### src/include/cca_pkg.sv
package cca_pkg;
    // Channel count and register byte offsets
    localparam int NCH = 6;
    localparam logic [7:0] OFS_CTRL = 8'h00;
    localparam logic [7:0] OFS_FLAG = 8'h04;
    localparam logic [7:0] OFS_PCFG = 8'h08;
    localparam logic [7:0] OFS_CNT = 8'h0C;
    localparam logic [7:0] OFS_PIN = 8'h10;
    localparam logic [7:0] OFS_MODE = 8'h20;
    localparam logic [7:0] OFS_CMPL = 8'h40;
    localparam logic [7:0] OFS_CMPH = 8'h60;
    // Channel mode register bit positions
    localparam int MB_IRQ = 0;
    localparam int MB_PULSE = 1;
    localparam int MB_TOG = 2;
    localparam int MB_MAT = 3;
    localparam int MB_FALL = 4;
    localparam int MB_RISE = 5;
    localparam int MB_CMP = 6;
    localparam int MB_WIDE = 7;
    // Array control register bit positions
    localparam int CT_RUN = 0;
    localparam int CT_WRAP_IE = 1;
    localparam int CT_ARRAY_IE = 2;
    localparam int CT_GLOBAL_IE = 3;
    // Pulse configuration register bit positions
    localparam int PC_CLS = 0;
    localparam int PC_PWIE = 5;
    localparam int PC_RVIEW = 7;
    // Flag register bit positions
    localparam int FL_WRAP = 0;
    localparam int FL_PART = 1;
    localparam int FL_CH = 2;
    // Reset values
    localparam logic [7:0] CTRL_RST = 8'h00;
    localparam logic [7:0] PCFG_RST = 8'h00;
    localparam logic [7:0] MODE_RST = 8'h00;
    localparam logic [15:0] CCR_RST = 16'h0000;
    localparam logic [15:0] CNT_MAX = 16'hFFFF;

    // Complete state of the unit, registered as one word
    typedef struct packed {
        logic [15:0] cnt;
        logic [7:0] ctrl;
        logic [7:0] pcfg;
        logic [7:0] flags;
        logic [NCH-1:0][7:0] mode;
        logic [NCH-1:0][15:0] ccr;
        logic [NCH-1:0][15:0] arr;
        logic [NCH-1:0] pin_prev;
        logic [NCH-1:0] pin_out;
        logic irq;
        logic [31:0] rdata;
        logic wr_pend;
        logic [7:0] wr_addr;
    } cca_state_type;
endpackage : cca_pkg

### src/rtl/cca_top.sv
`timescale 1ns/1ps
// Summary of operation
// - Full 16-bit counter overflow sets wrap flag.
// - Overflow out of bit 7-10 sets partial flag.
// - Flags set on trigger regardless of interrupt enables.
// - Each flag requests interrupt only when enabled.
// - Interrupt needs global and array enables both.
// - Each channel independently runs one of six modes.
// - Short pulse modes share one cycle length.
// - Cycle length select picks 8 to 11 bits.
// - Rise, fall or both edges select capture.
// - Wide bit plus pulse bit gives 16-bit pulse.
// - Reload view redirects compare bytes to reload.
// - Comparator off: no toggle, pulse output low.
// - Match flag enable lets matches set flag.
// - Capture copies counter and sets channel flag.
// - Channel flag cleared only by software write.
// - Pin level stays readable for edge discrimination.
// - Software timer flags counter equal compare.
// - Low byte write disables, high enables comparator.
// - High-speed output toggles pin on each match.
// - Comparator off holds high-speed pin level.
// - Counter wraps from maximum to zero.
module cca_top (
    input wire logic i_clk,
    input wire logic i_rst,
    input wire logic i_hsel,
    input wire logic [31:0] i_haddr,
    input wire logic [1:0] i_htrans,
    input wire logic i_hwrite,
    input wire logic [2:0] i_hsize,
    input wire logic [31:0] i_hwdata,
    input wire logic i_hready,
    input wire logic [5:0] i_pin,
    output logic [31:0] o_hrdata,
    output logic o_hreadyout,
    output logic o_hresp,
    output logic [5:0] o_pin,
    output logic o_irq
);
    ////////////////////////////////////////////////////////////////////////
    cca_pkg::cca_state_type r; // Registered state
    cca_pkg::cca_state_type next_r; // Next state
    logic [15:0] mask; // Low counter bits of the short cycle
    logic inc; // Counter advances this cycle
    logic wrap; // Full counter wrap
    logic part; // Short cycle overflow
    logic [5:0] m16; // Full compare match
    logic [5:0] mn; // Short compare match
    logic [5:0] cap; // Qualifying capture edge
    logic [5:0] hw_set; // Hardware sets of channel flags
    logic [5:0] wr_cl; // Compare low byte written
    logic [5:0] en_v; // Channel interrupt enables
    logic [7:0] wa; // Write address byte
    logic [7:0] ra; // Read address byte
    logic bus_rd; // Address phase of a read

    // Short cycle mask from the shared cycle length
    function automatic logic [15:0] low_mask(input logic [1:0] cls);
        case (cls)
            2'h0: low_mask = 16'h00FF;
            2'h1: low_mask = 16'h01FF;
            2'h2: low_mask = 16'h03FF;
            default: low_mask = 16'h07FF;
        endcase
    endfunction : low_mask

    // Channel index decoded from a channel-array address
    function automatic int chan(input logic [7:0] a);
        chan = int'(a[4:2]);
    endfunction : chan

    // Register read multiplexer
    function automatic logic [31:0] rd_mux(input cca_pkg::cca_state_type s,
        input logic [7:0] a, input logic [5:0] pin);
        int n;
        logic rv;
        n = chan(a);
        rv = s.pcfg[cca_pkg::PC_RVIEW];
        rd_mux = 32'h0000_0000;
        if (a == cca_pkg::OFS_CTRL)
            rd_mux[7:0] = s.ctrl;
        else if (a == cca_pkg::OFS_FLAG)
            rd_mux[7:0] = s.flags;
        else if (a == cca_pkg::OFS_PCFG)
            rd_mux[7:0] = s.pcfg;
        else if (a == cca_pkg::OFS_CNT)
            rd_mux[15:0] = s.cnt;
        else if (a == cca_pkg::OFS_PIN)
            rd_mux[5:0] = pin;
        else if (n < cca_pkg::NCH && a[1:0] == 2'h0)
        begin
            // Reload view picks which compare copy is seen
            if (a[7:5] == cca_pkg::OFS_MODE[7:5])
                rd_mux[7:0] = s.mode[n];
            else if (a[7:5] == cca_pkg::OFS_CMPL[7:5])
                rd_mux[7:0] = rv ? s.arr[n][7:0] : s.ccr[n][7:0];
            else if (a[7:5] == cca_pkg::OFS_CMPH[7:5])
                rd_mux[7:0] = rv ? s.arr[n][15:8] : s.ccr[n][15:8];
        end
    endfunction : rd_mux

    ////////////////////////////////////////////////////////////////////////
    // Next-state logic: bus writes first, hardware events after, so
    // an event in the same cycle as a software clear is never lost
    always_comb
    begin
        next_r = r;
        wa = r.wr_addr;
        ra = i_haddr[7:0];
        bus_rd = i_hsel && i_htrans[1] && i_hready && !i_hwrite;
        wr_cl = 6'h00;
        hw_set = 6'h00;
        m16 = 6'h00;
        mn = 6'h00;
        cap = 6'h00;
        en_v = 6'h00;
        mask = low_mask(r.pcfg[1:0]);
        inc = r.ctrl[cca_pkg::CT_RUN];
        wrap = inc && (r.cnt == cca_pkg::CNT_MAX);
        part = inc && ((r.cnt & mask) == mask);

        // Data phase of a write
        if (r.wr_pend)
        begin
            if (wa == cca_pkg::OFS_CTRL)
                next_r.ctrl = i_hwdata[7:0];
            else if (wa == cca_pkg::OFS_FLAG)
                next_r.flags = r.flags & ~i_hwdata[7:0];
            else if (wa == cca_pkg::OFS_PCFG)
                next_r.pcfg = i_hwdata[7:0];
            else if (chan(wa) < cca_pkg::NCH && wa[1:0] == 2'h0)
            begin
                if (wa[7:5] == cca_pkg::OFS_MODE[7:5])
                    next_r.mode[chan(wa)] = i_hwdata[7:0];
                else if (wa[7:5] == cca_pkg::OFS_CMPL[7:5])
                begin
                    wr_cl[chan(wa)] = 1'b1;
                    next_r.mode[chan(wa)][cca_pkg::MB_CMP] = 1'b0;
                    if (r.pcfg[cca_pkg::PC_RVIEW])
                        next_r.arr[chan(wa)][7:0] = i_hwdata[7:0];
                    else
                        next_r.ccr[chan(wa)][7:0] = i_hwdata[7:0];
                end
                else if (wa[7:5] == cca_pkg::OFS_CMPH[7:5])
                begin
                    next_r.mode[chan(wa)][cca_pkg::MB_CMP] = 1'b1;
                    if (r.pcfg[cca_pkg::PC_RVIEW])
                        next_r.arr[chan(wa)][15:8] = i_hwdata[7:0];
                    else
                        next_r.ccr[chan(wa)][15:8] = i_hwdata[7:0];
                end
            end
        end

        // Shared counter wraps from maximum to zero
        if (inc)
            next_r.cnt = r.cnt + 16'h0001;
        if (wrap)
            next_r.flags[cca_pkg::FL_WRAP] = 1'b1;
        if (part)
            next_r.flags[cca_pkg::FL_PART] = 1'b1;

        // Per-channel mode behaviour
        for (int i = 0; i < cca_pkg::NCH; i++)
        begin
            en_v[i] = r.mode[i][cca_pkg::MB_IRQ];
            m16[i] = r.mode[i][cca_pkg::MB_CMP] && (r.cnt == r.ccr[i]);
            mn[i] = r.mode[i][cca_pkg::MB_CMP] && ((r.cnt & mask) == (r.ccr[i] & mask));
            if (r.mode[i][3:1] == 3'h0)
            begin
                // Edge capture; pin taken as synchronous
                cap[i] = (r.mode[i][cca_pkg::MB_RISE] && i_pin[i] && !r.pin_prev[i])
                    || (r.mode[i][cca_pkg::MB_FALL] && !i_pin[i] && r.pin_prev[i]);
                if (cap[i])
                begin
                    next_r.ccr[i] = r.cnt;
                    hw_set[i] = 1'b1;
                end
            end
            else if (r.mode[i][cca_pkg::MB_PULSE] && !r.mode[i][cca_pkg::MB_TOG])
            begin
                if (!r.mode[i][cca_pkg::MB_CMP])
                    next_r.pin_out[i] = 1'b0;
                else if (r.mode[i][cca_pkg::MB_WIDE])
                begin
                    // Wide pulse: high at match, low at full wrap
                    if (m16[i])
                        next_r.pin_out[i] = 1'b1;
                    else if (wrap)
                        next_r.pin_out[i] = 1'b0;
                end
                else
                begin
                    // Short pulse: high at match, low at short overflow
                    if (mn[i])
                        next_r.pin_out[i] = 1'b1;
                    else if (part)
                        next_r.pin_out[i] = 1'b0;
                end
                hw_set[i] = r.mode[i][cca_pkg::MB_MAT]
                    && (r.mode[i][cca_pkg::MB_WIDE] ? m16[i] : mn[i]);
                // Short overflow reloads the compare value
                if (!r.mode[i][cca_pkg::MB_WIDE] && part && !wr_cl[i])
                begin
                    if (r.pcfg[1:0] == 2'h0)
                        next_r.ccr[i][7:0] = r.ccr[i][15:8];
                    else
                        next_r.ccr[i] = r.arr[i];
                end
            end
            else if (r.mode[i][cca_pkg::MB_TOG] && r.mode[i][cca_pkg::MB_PULSE])
            begin
                // Frequency output: low byte match toggles, steps by high byte
                if (r.mode[i][cca_pkg::MB_CMP] && r.cnt[7:0] == r.ccr[i][7:0])
                begin
                    next_r.pin_out[i] = !r.pin_out[i];
                    next_r.ccr[i][7:0] = r.ccr[i][7:0] + r.ccr[i][15:8];
                end
                hw_set[i] = r.mode[i][cca_pkg::MB_MAT] && m16[i];
            end
            else
            begin
                // Software timer and high-speed output; no toggle when off
                if (r.mode[i][cca_pkg::MB_TOG] && m16[i])
                    next_r.pin_out[i] = !r.pin_out[i];
                hw_set[i] = r.mode[i][cca_pkg::MB_MAT] && m16[i];
            end
            if (hw_set[i])
                next_r.flags[cca_pkg::FL_CH + i] = 1'b1;
        end
        next_r.pin_prev = i_pin;

        // One level request from enabled flags
        next_r.irq = r.ctrl[cca_pkg::CT_GLOBAL_IE] && r.ctrl[cca_pkg::CT_ARRAY_IE]
            && |(r.flags & {en_v, r.pcfg[cca_pkg::PC_PWIE],
            r.ctrl[cca_pkg::CT_WRAP_IE]});

        // Address phase: zero wait states, reads answered next cycle
        next_r.wr_pend = i_hsel && i_htrans[1] && i_hready && i_hwrite;
        next_r.wr_addr = i_haddr[7:0];
        if (bus_rd)
            next_r.rdata = rd_mux(r, ra, i_pin);
        else
            next_r.rdata = 32'h0000_0000;
    end

    ////////////////////////////////////////////////////////////////////////
    // State register
    always_ff @(posedge i_clk)
    begin
        if (i_rst)
        begin
            r <= '0;
            r.ctrl <= cca_pkg::CTRL_RST;
            r.pcfg <= cca_pkg::PCFG_RST;
        end
        else
            r <= next_r;
    end

    // Outputs straight from state; slave always ready and OKAY
    assign o_hrdata = r.rdata;
    assign o_hreadyout = 1'b1;
    assign o_hresp = 1'b0;
    assign o_pin = r.pin_out;
    assign o_irq = r.irq;
endmodule : cca_top

### config.mk
export PLATFORM = sky130hd
export DESIGN_NAME = cca_top
export DESIGN_NICKNAME = d
export VERILOG_FILES = /design/src/include/cca_pkg.sv /design/src/rtl/cca_top.sv
export SDC_FILE = /design/constraint.sdc
export NUM_CORES = 1
export LEC_CHECK = 0
export BUFFER_PORTS_ARGS = -buffer_cell sky130_fd_sc_hd__buf_4
export CELL_PAD_IN_SITES_DETAIL_PLACEMENT = 0
export CELL_PAD_IN_SITES_GLOBAL_PLACEMENT = 1
export CORE_MARGIN = 8
export CORE_UTILIZATION = 47
export CTS_CLUSTER_SIZE = 40
export DETAILED_ROUTE_END_ITERATION = 8
export PLACE_DENSITY_LB_ADDON = 0.25
export SLEW_MARGIN = 40
export SYNTH_ARGS = -nofsm -noshare
export SYNTH_HDL_FRONTEND = slang
export SYNTH_SLANG_ARGS = --single-unit
### constraint.sdc
create_clock -name i_clk -period 2.53 [get_ports i_clk]
set_input_delay 0.253 -clock i_clk [delete_from_list [all_inputs] [get_ports i_clk]]
set_output_delay 0.253 -clock i_clk [all_outputs]
set_load 0.005 [all_outputs]
Word level (Yosys, flattened, before mapping). Index checks and enable logic that the tools add are counted.

Word-level logic and storage cells: 526. Bits in registers: 334. Output and inout port bits: 41. Input port bits: 80.

Bitwise logic cells: 25. Order comparisons: 5. Muxes and demuxes: 191. Add/subtract/negate cells: 7. Eq/ne operators: 62. Reduce and logical (&&, ||, !) cells: 194.

Operators with widths (count): 240-bit 2-to-1 mux (5); 248-bit 2-to-1 mux (2); 8-bit 2-to-1 mux (50); 96-bit bitwise mux (4); 96-bit 2-to-1 mux (4); 16-bit 2-to-1 mux (21); 16-bit == test (13); 192-bit 2-to-1 mux (1); 16-bit bitwise AND (7); 16-bit binary-select mux with 3-bit select (2); 16-bit demux with 3-bit select (2); 1-bit logical AND (95); 1-bit 2-to-1 mux (83); 5-bit inequality test (second input constant) (12); 8-bit adder (6); 48-bit bitwise AND (1); 48-bit bitwise mux (1); 8-bit demux with 3-bit select (2); 8-bit == test (6); 48-bit 2-to-1 mux (1); 6-bit 2-to-1 mux (8); 48-bit inverter (1); 48-bit bitwise OR (1); 1-bit zero test (37); 37 further kinds (119).

Depth between registers and ports, before layout.
Depth in word-level cells: 18. Gate-level depth with buffers: 11. Mapped depth without buffers: 10.

Worst setup path before layout. OpenSTA, ideal clock, no wires.

Path type: reg2reg. From: reg r[318] in the netlist's numbering. To: reg r[189] in the netlist's numbering. Data arrival time: 2.089 ns. Setup slack: 0.324 ns. Cell stages (with the launch flop): 9. Setup time: 0.117 ns. Required time: 2.413 ns. Cell sequence: dfxtp_1 > ha_1 > nand2_1 > nor3_4 > nand4_2 > or2_1 > a211oi_2 > nor3_1 > a32o_1.

Longest elaborated chain between the ends: 8. Elaborated cells between the ends (all ways): 12. Classes of those cells: 2 x eq/ne; 5 x mux; 1 x bitwise; 4 x reduce/logical.

RTL lines: from (decl) (line cca_top.sv:42) `cca_pkg::cca_state_type r;`; from (signal assigned) (line cca_top.sv:259) `r <= next_r;`; 16-bit bitwise AND (line cca_top.sv:121) `part = inc && ((r.cnt & mask) == mask);`; 16-bit == test (line cca_top.sv:121); 1-bit logical AND (line cca_top.sv:121); 1-bit logical AND (2 in series) (line cca_top.sv:204) `if (!r.mode[i][cca_pkg::MB_WIDE] && part && !wr_cl[i])`; 16-bit 2-to-1 mux (line cca_top.sv:204); 8-bit 2-to-1 mux (*) (line cca_top.sv:181) `else if (r.mode[i][cca_pkg::MB_PULSE] && !r.mode[i][cca_pkg::MB_TOG])`; 16-bit 2-to-1 mux (*) (line cca_top.sv:170) `if (r.mode[i][3:1] == 3'h0)`.

Every way passes the cells marked *; elsewhere a longest branch is shown, timed or not. A chain may end at the register's enable or synchronous reset.

Final worst setup path.
From: reg r[323] in the netlist's numbering. To: reg r, in the netlist o_pin[1].

Longest elaborated chain between the ends: 7. Elaborated cells between the ends (all ways): 22. Classes of those cells: 8 x eq/ne; 5 x mux; 1 x bitwise; 8 x reduce/logical.

RTL lines: 16-bit bitwise AND (line cca_top.sv:121, cca_top.sv:169); 16-bit == test (line cca_top.sv:169) `mn[i] = r.mode[i][cca_pkg::MB_CMP] && ((r.cnt & mask) == (r.ccr[i] & mask));`; 1-bit logical AND (line cca_top.sv:169); 1-bit 2-to-1 mux (line cca_top.sv:196) `if (mn[i])`; 1-bit 2-to-1 mux (line cca_top.sv:185) `else if (r.mode[i][cca_pkg::MB_WIDE])`; 1-bit 2-to-1 mux (line cca_top.sv:183) `if (!r.mode[i][cca_pkg::MB_CMP])`; 1-bit 2-to-1 mux (line cca_top.sv:181).

Parallel ways exist; a longest one is shown, timed or not.

==> summary.md <==
| Metric | Value |
|---|---|
| CP Data Required Time | `around 3 ns` |
| Reg2Reg Launch Point | `r[323]` |
| Fill cells | `4,379` |
| Cell area power density | `450 nW/um^2` |
| Core Box Area | `46,200 um^2` |
| Worst vdd ir | `634 uV` |
| Congestion Overflow GR | `0` |
| CTS Buf Count | `40` |
| Reg clk slew, reported paths | `0.06 ns` |
| Largest net degree at the start of global routing | `77` |
| Design Power | `11,400 uW` |
| Final Util | `0.549` |
| Clock Latency Late Sink | `slightly below 0.6 ns` |
| Slew HR | `0.451` |
| Cell variety after synth | `86` |
| Vias | `22,400` |
| DRT Wirelength | `97.9 mm` |
| Root Buffer | `clkbuf_16` |
| GPL Wtd Cong | `1.00` |
| Crit path max fanout | `4` |
| Final Max Tran Viols | `0` |
| Sequential area share after synthesis | `0.292` |
| Setup tns final | `0 ns` |
| First-pass GRT wire length | `142 mm` |
| Die H | `around 230 um` |
| Avg Cell Area, Syn | `8.09 um^2` |
| Initial DRC count | `2,950` |
| Max clock buf depth | `3` |
| Post-synth ARST share | `0` |
| YS warnings | `0` |
| Drt via density | `6.49` |
| Min cycle time layout | `about 2.5 ns` |
| Leak | `0.0104 uW` |
| Nets@finish | `2,940` |
| Reg2reg path depth | `9` |
| Port Buffer Count | `50` |
| Final setup viols | `0` |
| Initial antenna violation count | `2` |
| Critical Path End Type | `flip-flop` |
| Worst setup SP type | `flip-flop` |
| # clock sinks | `318` |
| Total GRT Usage | `0.353` |
| CTS tree | `built` |
| Final cycle utilization of the critical path | `0.969` |
| Crit path DAT | `slightly below 3 ns` |
| Worst Setup SP | `r[323]` |
| DIE WIDTH | `231 um` |
| I/O pin total | `121` |
| Worst setup path endpoint | `o_pin[1]` |
| Register-to-register setup slack | `roughly 0.080 ns` |
| Die area | `53,500 um^2` |
| Worst min path class | `input port to flip-flop` |
| Number of global-route vias before repair | `20,400` |
| Router iterations before antenna repair | `6` |
| ANT nets after route | `0` |
| Cells after synthesis | `around 2,700` |
| Dominant register cell in the synthesized netlist | `dfxtp_1` |
| Outcome | `finished clean` |
| Max Cap Viol | `0` |
| Area Overhead vs Synth | `16.4%` |
| F_max | `approximately 0.41 GHz` |
| Initial Util | `0.472` |
| Worst r2r dst | `o_pin[1]` |
| Post-Synthesis Cell Area | `21,800 um^2` |
| Worst Tran Pin Value | `0.824 ns` |
| Final hold violations | `0` |
| Row count | `just under 80` |
| Routed wire per std cell | `28.4 um` |
| CTS H-tree lvls | `2` |
| Crit Path Class | `flip-flop to flip-flop` |
| Detailed Place HPWL | `71.8 mm` |
| Residual DRC | `0` |
| Register bit total from synthesis | `318` |
| Unrepaired setup endpoints after global routing | `no` |
| Clk_skew | `0.0369 ns` |
| Number of synthesized flops with an enable pin | `0` |
| Share of cells above drive strength 1 | `0.183` |
==> layout make-up <==
type                    count  area [um^2]  area share
inverters                  44          165     0.00651
clock buffers              54         1110      0.0439
well taps                 607          759      0.0300
flip-flops and latches    318         6370       0.251
clock inverters            15          143     0.00563
multi-input cells        2103        14300       0.563
diodes                      3         7.51    0.000296
repair buffers            304         2510      0.0991
==> how the worst min path moves through the flow <==
| stage | cells after the start | from | to |
|---|---|---|---|
| after floorplan | 1 | i_pin[0] | r[48] |
| after global placement | 2 | flip-flop | flip-flop |
| after detailed placement | 2 | flip-flop | flip-flop |
| after CTS | 2 | i_haddr[5] | wa[5] |
| after global routing | 2 | i_haddr[5] | wa[5] |
| final | 2 | i_haddr[5] | wa[5] |
==> per-layer routing <==
| layer | vias to the layer above | track usage | routed length [um] | part of all wire |
|---|---|---|---|---|
| met5 | - | 0 | 12 | 0.00012 |
| met4 | 2 | 0.126 | 3590 | 0.037 |
| met3 | 215 | 0.0839 | 11900 | 0.12 |
| met2 | 1364 | 0.499 | 40200 | 0.41 |
| met1 | 10900 | 0.515 | 42100 | 0.43 |
| li1 | 9861 | - | - | - |
==> power by group <==
part           switching (uW)  internal [uW]  leakage [uW]
clock                    2400           3290      0.000624
sequential               17.5           5020       0.00257
combinational             478            196       0.00725
==> cell usage in the layout, fill, tap and decap left out, types with 37 or more instances in the layout <==
cell type and count:
nand2_1 334, dfxtp_1 312, nor2_1 278, buf_4 273, a21oi_1 224, mux2i_1 202, o21ai_0 137, nand3_1 104
xnor2_1 95, a221oi_1 52, mux4_2 50, xor2_1 47, o211ai_1 47, nor2b_1 45, inv_1 44, ha_1 43
clkbuf_16 40, mux2_2 37
==> synthesized netlist by cell type (20+ instances only) <==
cell type / n / area, um^2
xor2_1: 47 / 412
nor2_1: 283 / 1060
a21oi_1: 225 / 1130
o21ai_0: 137 / 686
nor3_1: 32 / 160
xnor2_1: 96 / 841
nor2b_1: 45 / 282
dfxtp_1: 318 / 6370
nand4_1: 25 / 156
clkbuf_1: 141 / 529
buf_2: 26 / 130
nand2_1: 336 / 1260
nand3_1: 104 / 521
ha_1: 43 / 538
a221oi_1: 52 / 455
mux2i_1: 204 / 2040
mux2_2: 37 / 417
buf_4: 54 / 405
mux4_2: 50 / 1130
buf_1: 20 / 75.1
o211ai_1: 47 / 353
inv_1: 44 / 165
a211oi_1: 25 / 188
==> cell families (layout without fill, tap and decap cells) <==
| group | count (synthesis) | count (layout) | share of synthesized area |
|---|---|---|---|
| compound gates | 640 | 640 | 0.188 |
| xor+xnor | 143 | 143 | 0.0575 |
| fa+ha+maj | 50 | 50 | 0.0307 |
| buf+inv | 288 | 417 | 0.0615 |
| flops | 318 | 318 | 0.292 |
| mux | 291 | 291 | 0.165 |
| other cells | 2 | 21 | 0.000345 |
| simple gates | 961 | 961 | 0.205 |
==> what timing repair did <==
| item | 4_1_cts | 5_1_grt |
|---|---|---|
| endpoints found under the setup margin | 12 | 64 |
| hold endpoints to repair | 12 | 0 |
| pin swaps | 0 | 3 |
| setup buffers | 0 | 5 |
| gates resized for setup | 6 | 24 |
| hold buffers | 12 | 0 |
==> per-stage QoR <==
stage | instances | setup slack, ns | hold slack [ns] | instance area [um^2]
4_1_cts | 3440 | 0.0139 | 0.00434 | 25200
5_1_grt | 3445 | 0.00646 | 0.00716 | 25300
3_5_place_dp | 3359 | -0.198 | 0.462 | 23800
6_report | 3448 | 0.0796 | 0.0220 | 25400
3_3_place_gp | 3358 | -0.175 | 0.458 | 23800
2_1_floorplan | 2709 | 0.324 | 0.381 | 21800
==> worst max-delay path: stages (launching register included) <==
cell,delay [ns]
dfxtp_1,0.32
buf_4,0.17
buf_4,0.16
xnor2_2,0.28
nand3_1,0.14
or4_1,0.60
nand2_1,0.11
a31oi_1,0.10
or3_1,0.33
a31oi_1,0.16
No activity file was read; power rests on OpenSTA's default activity.
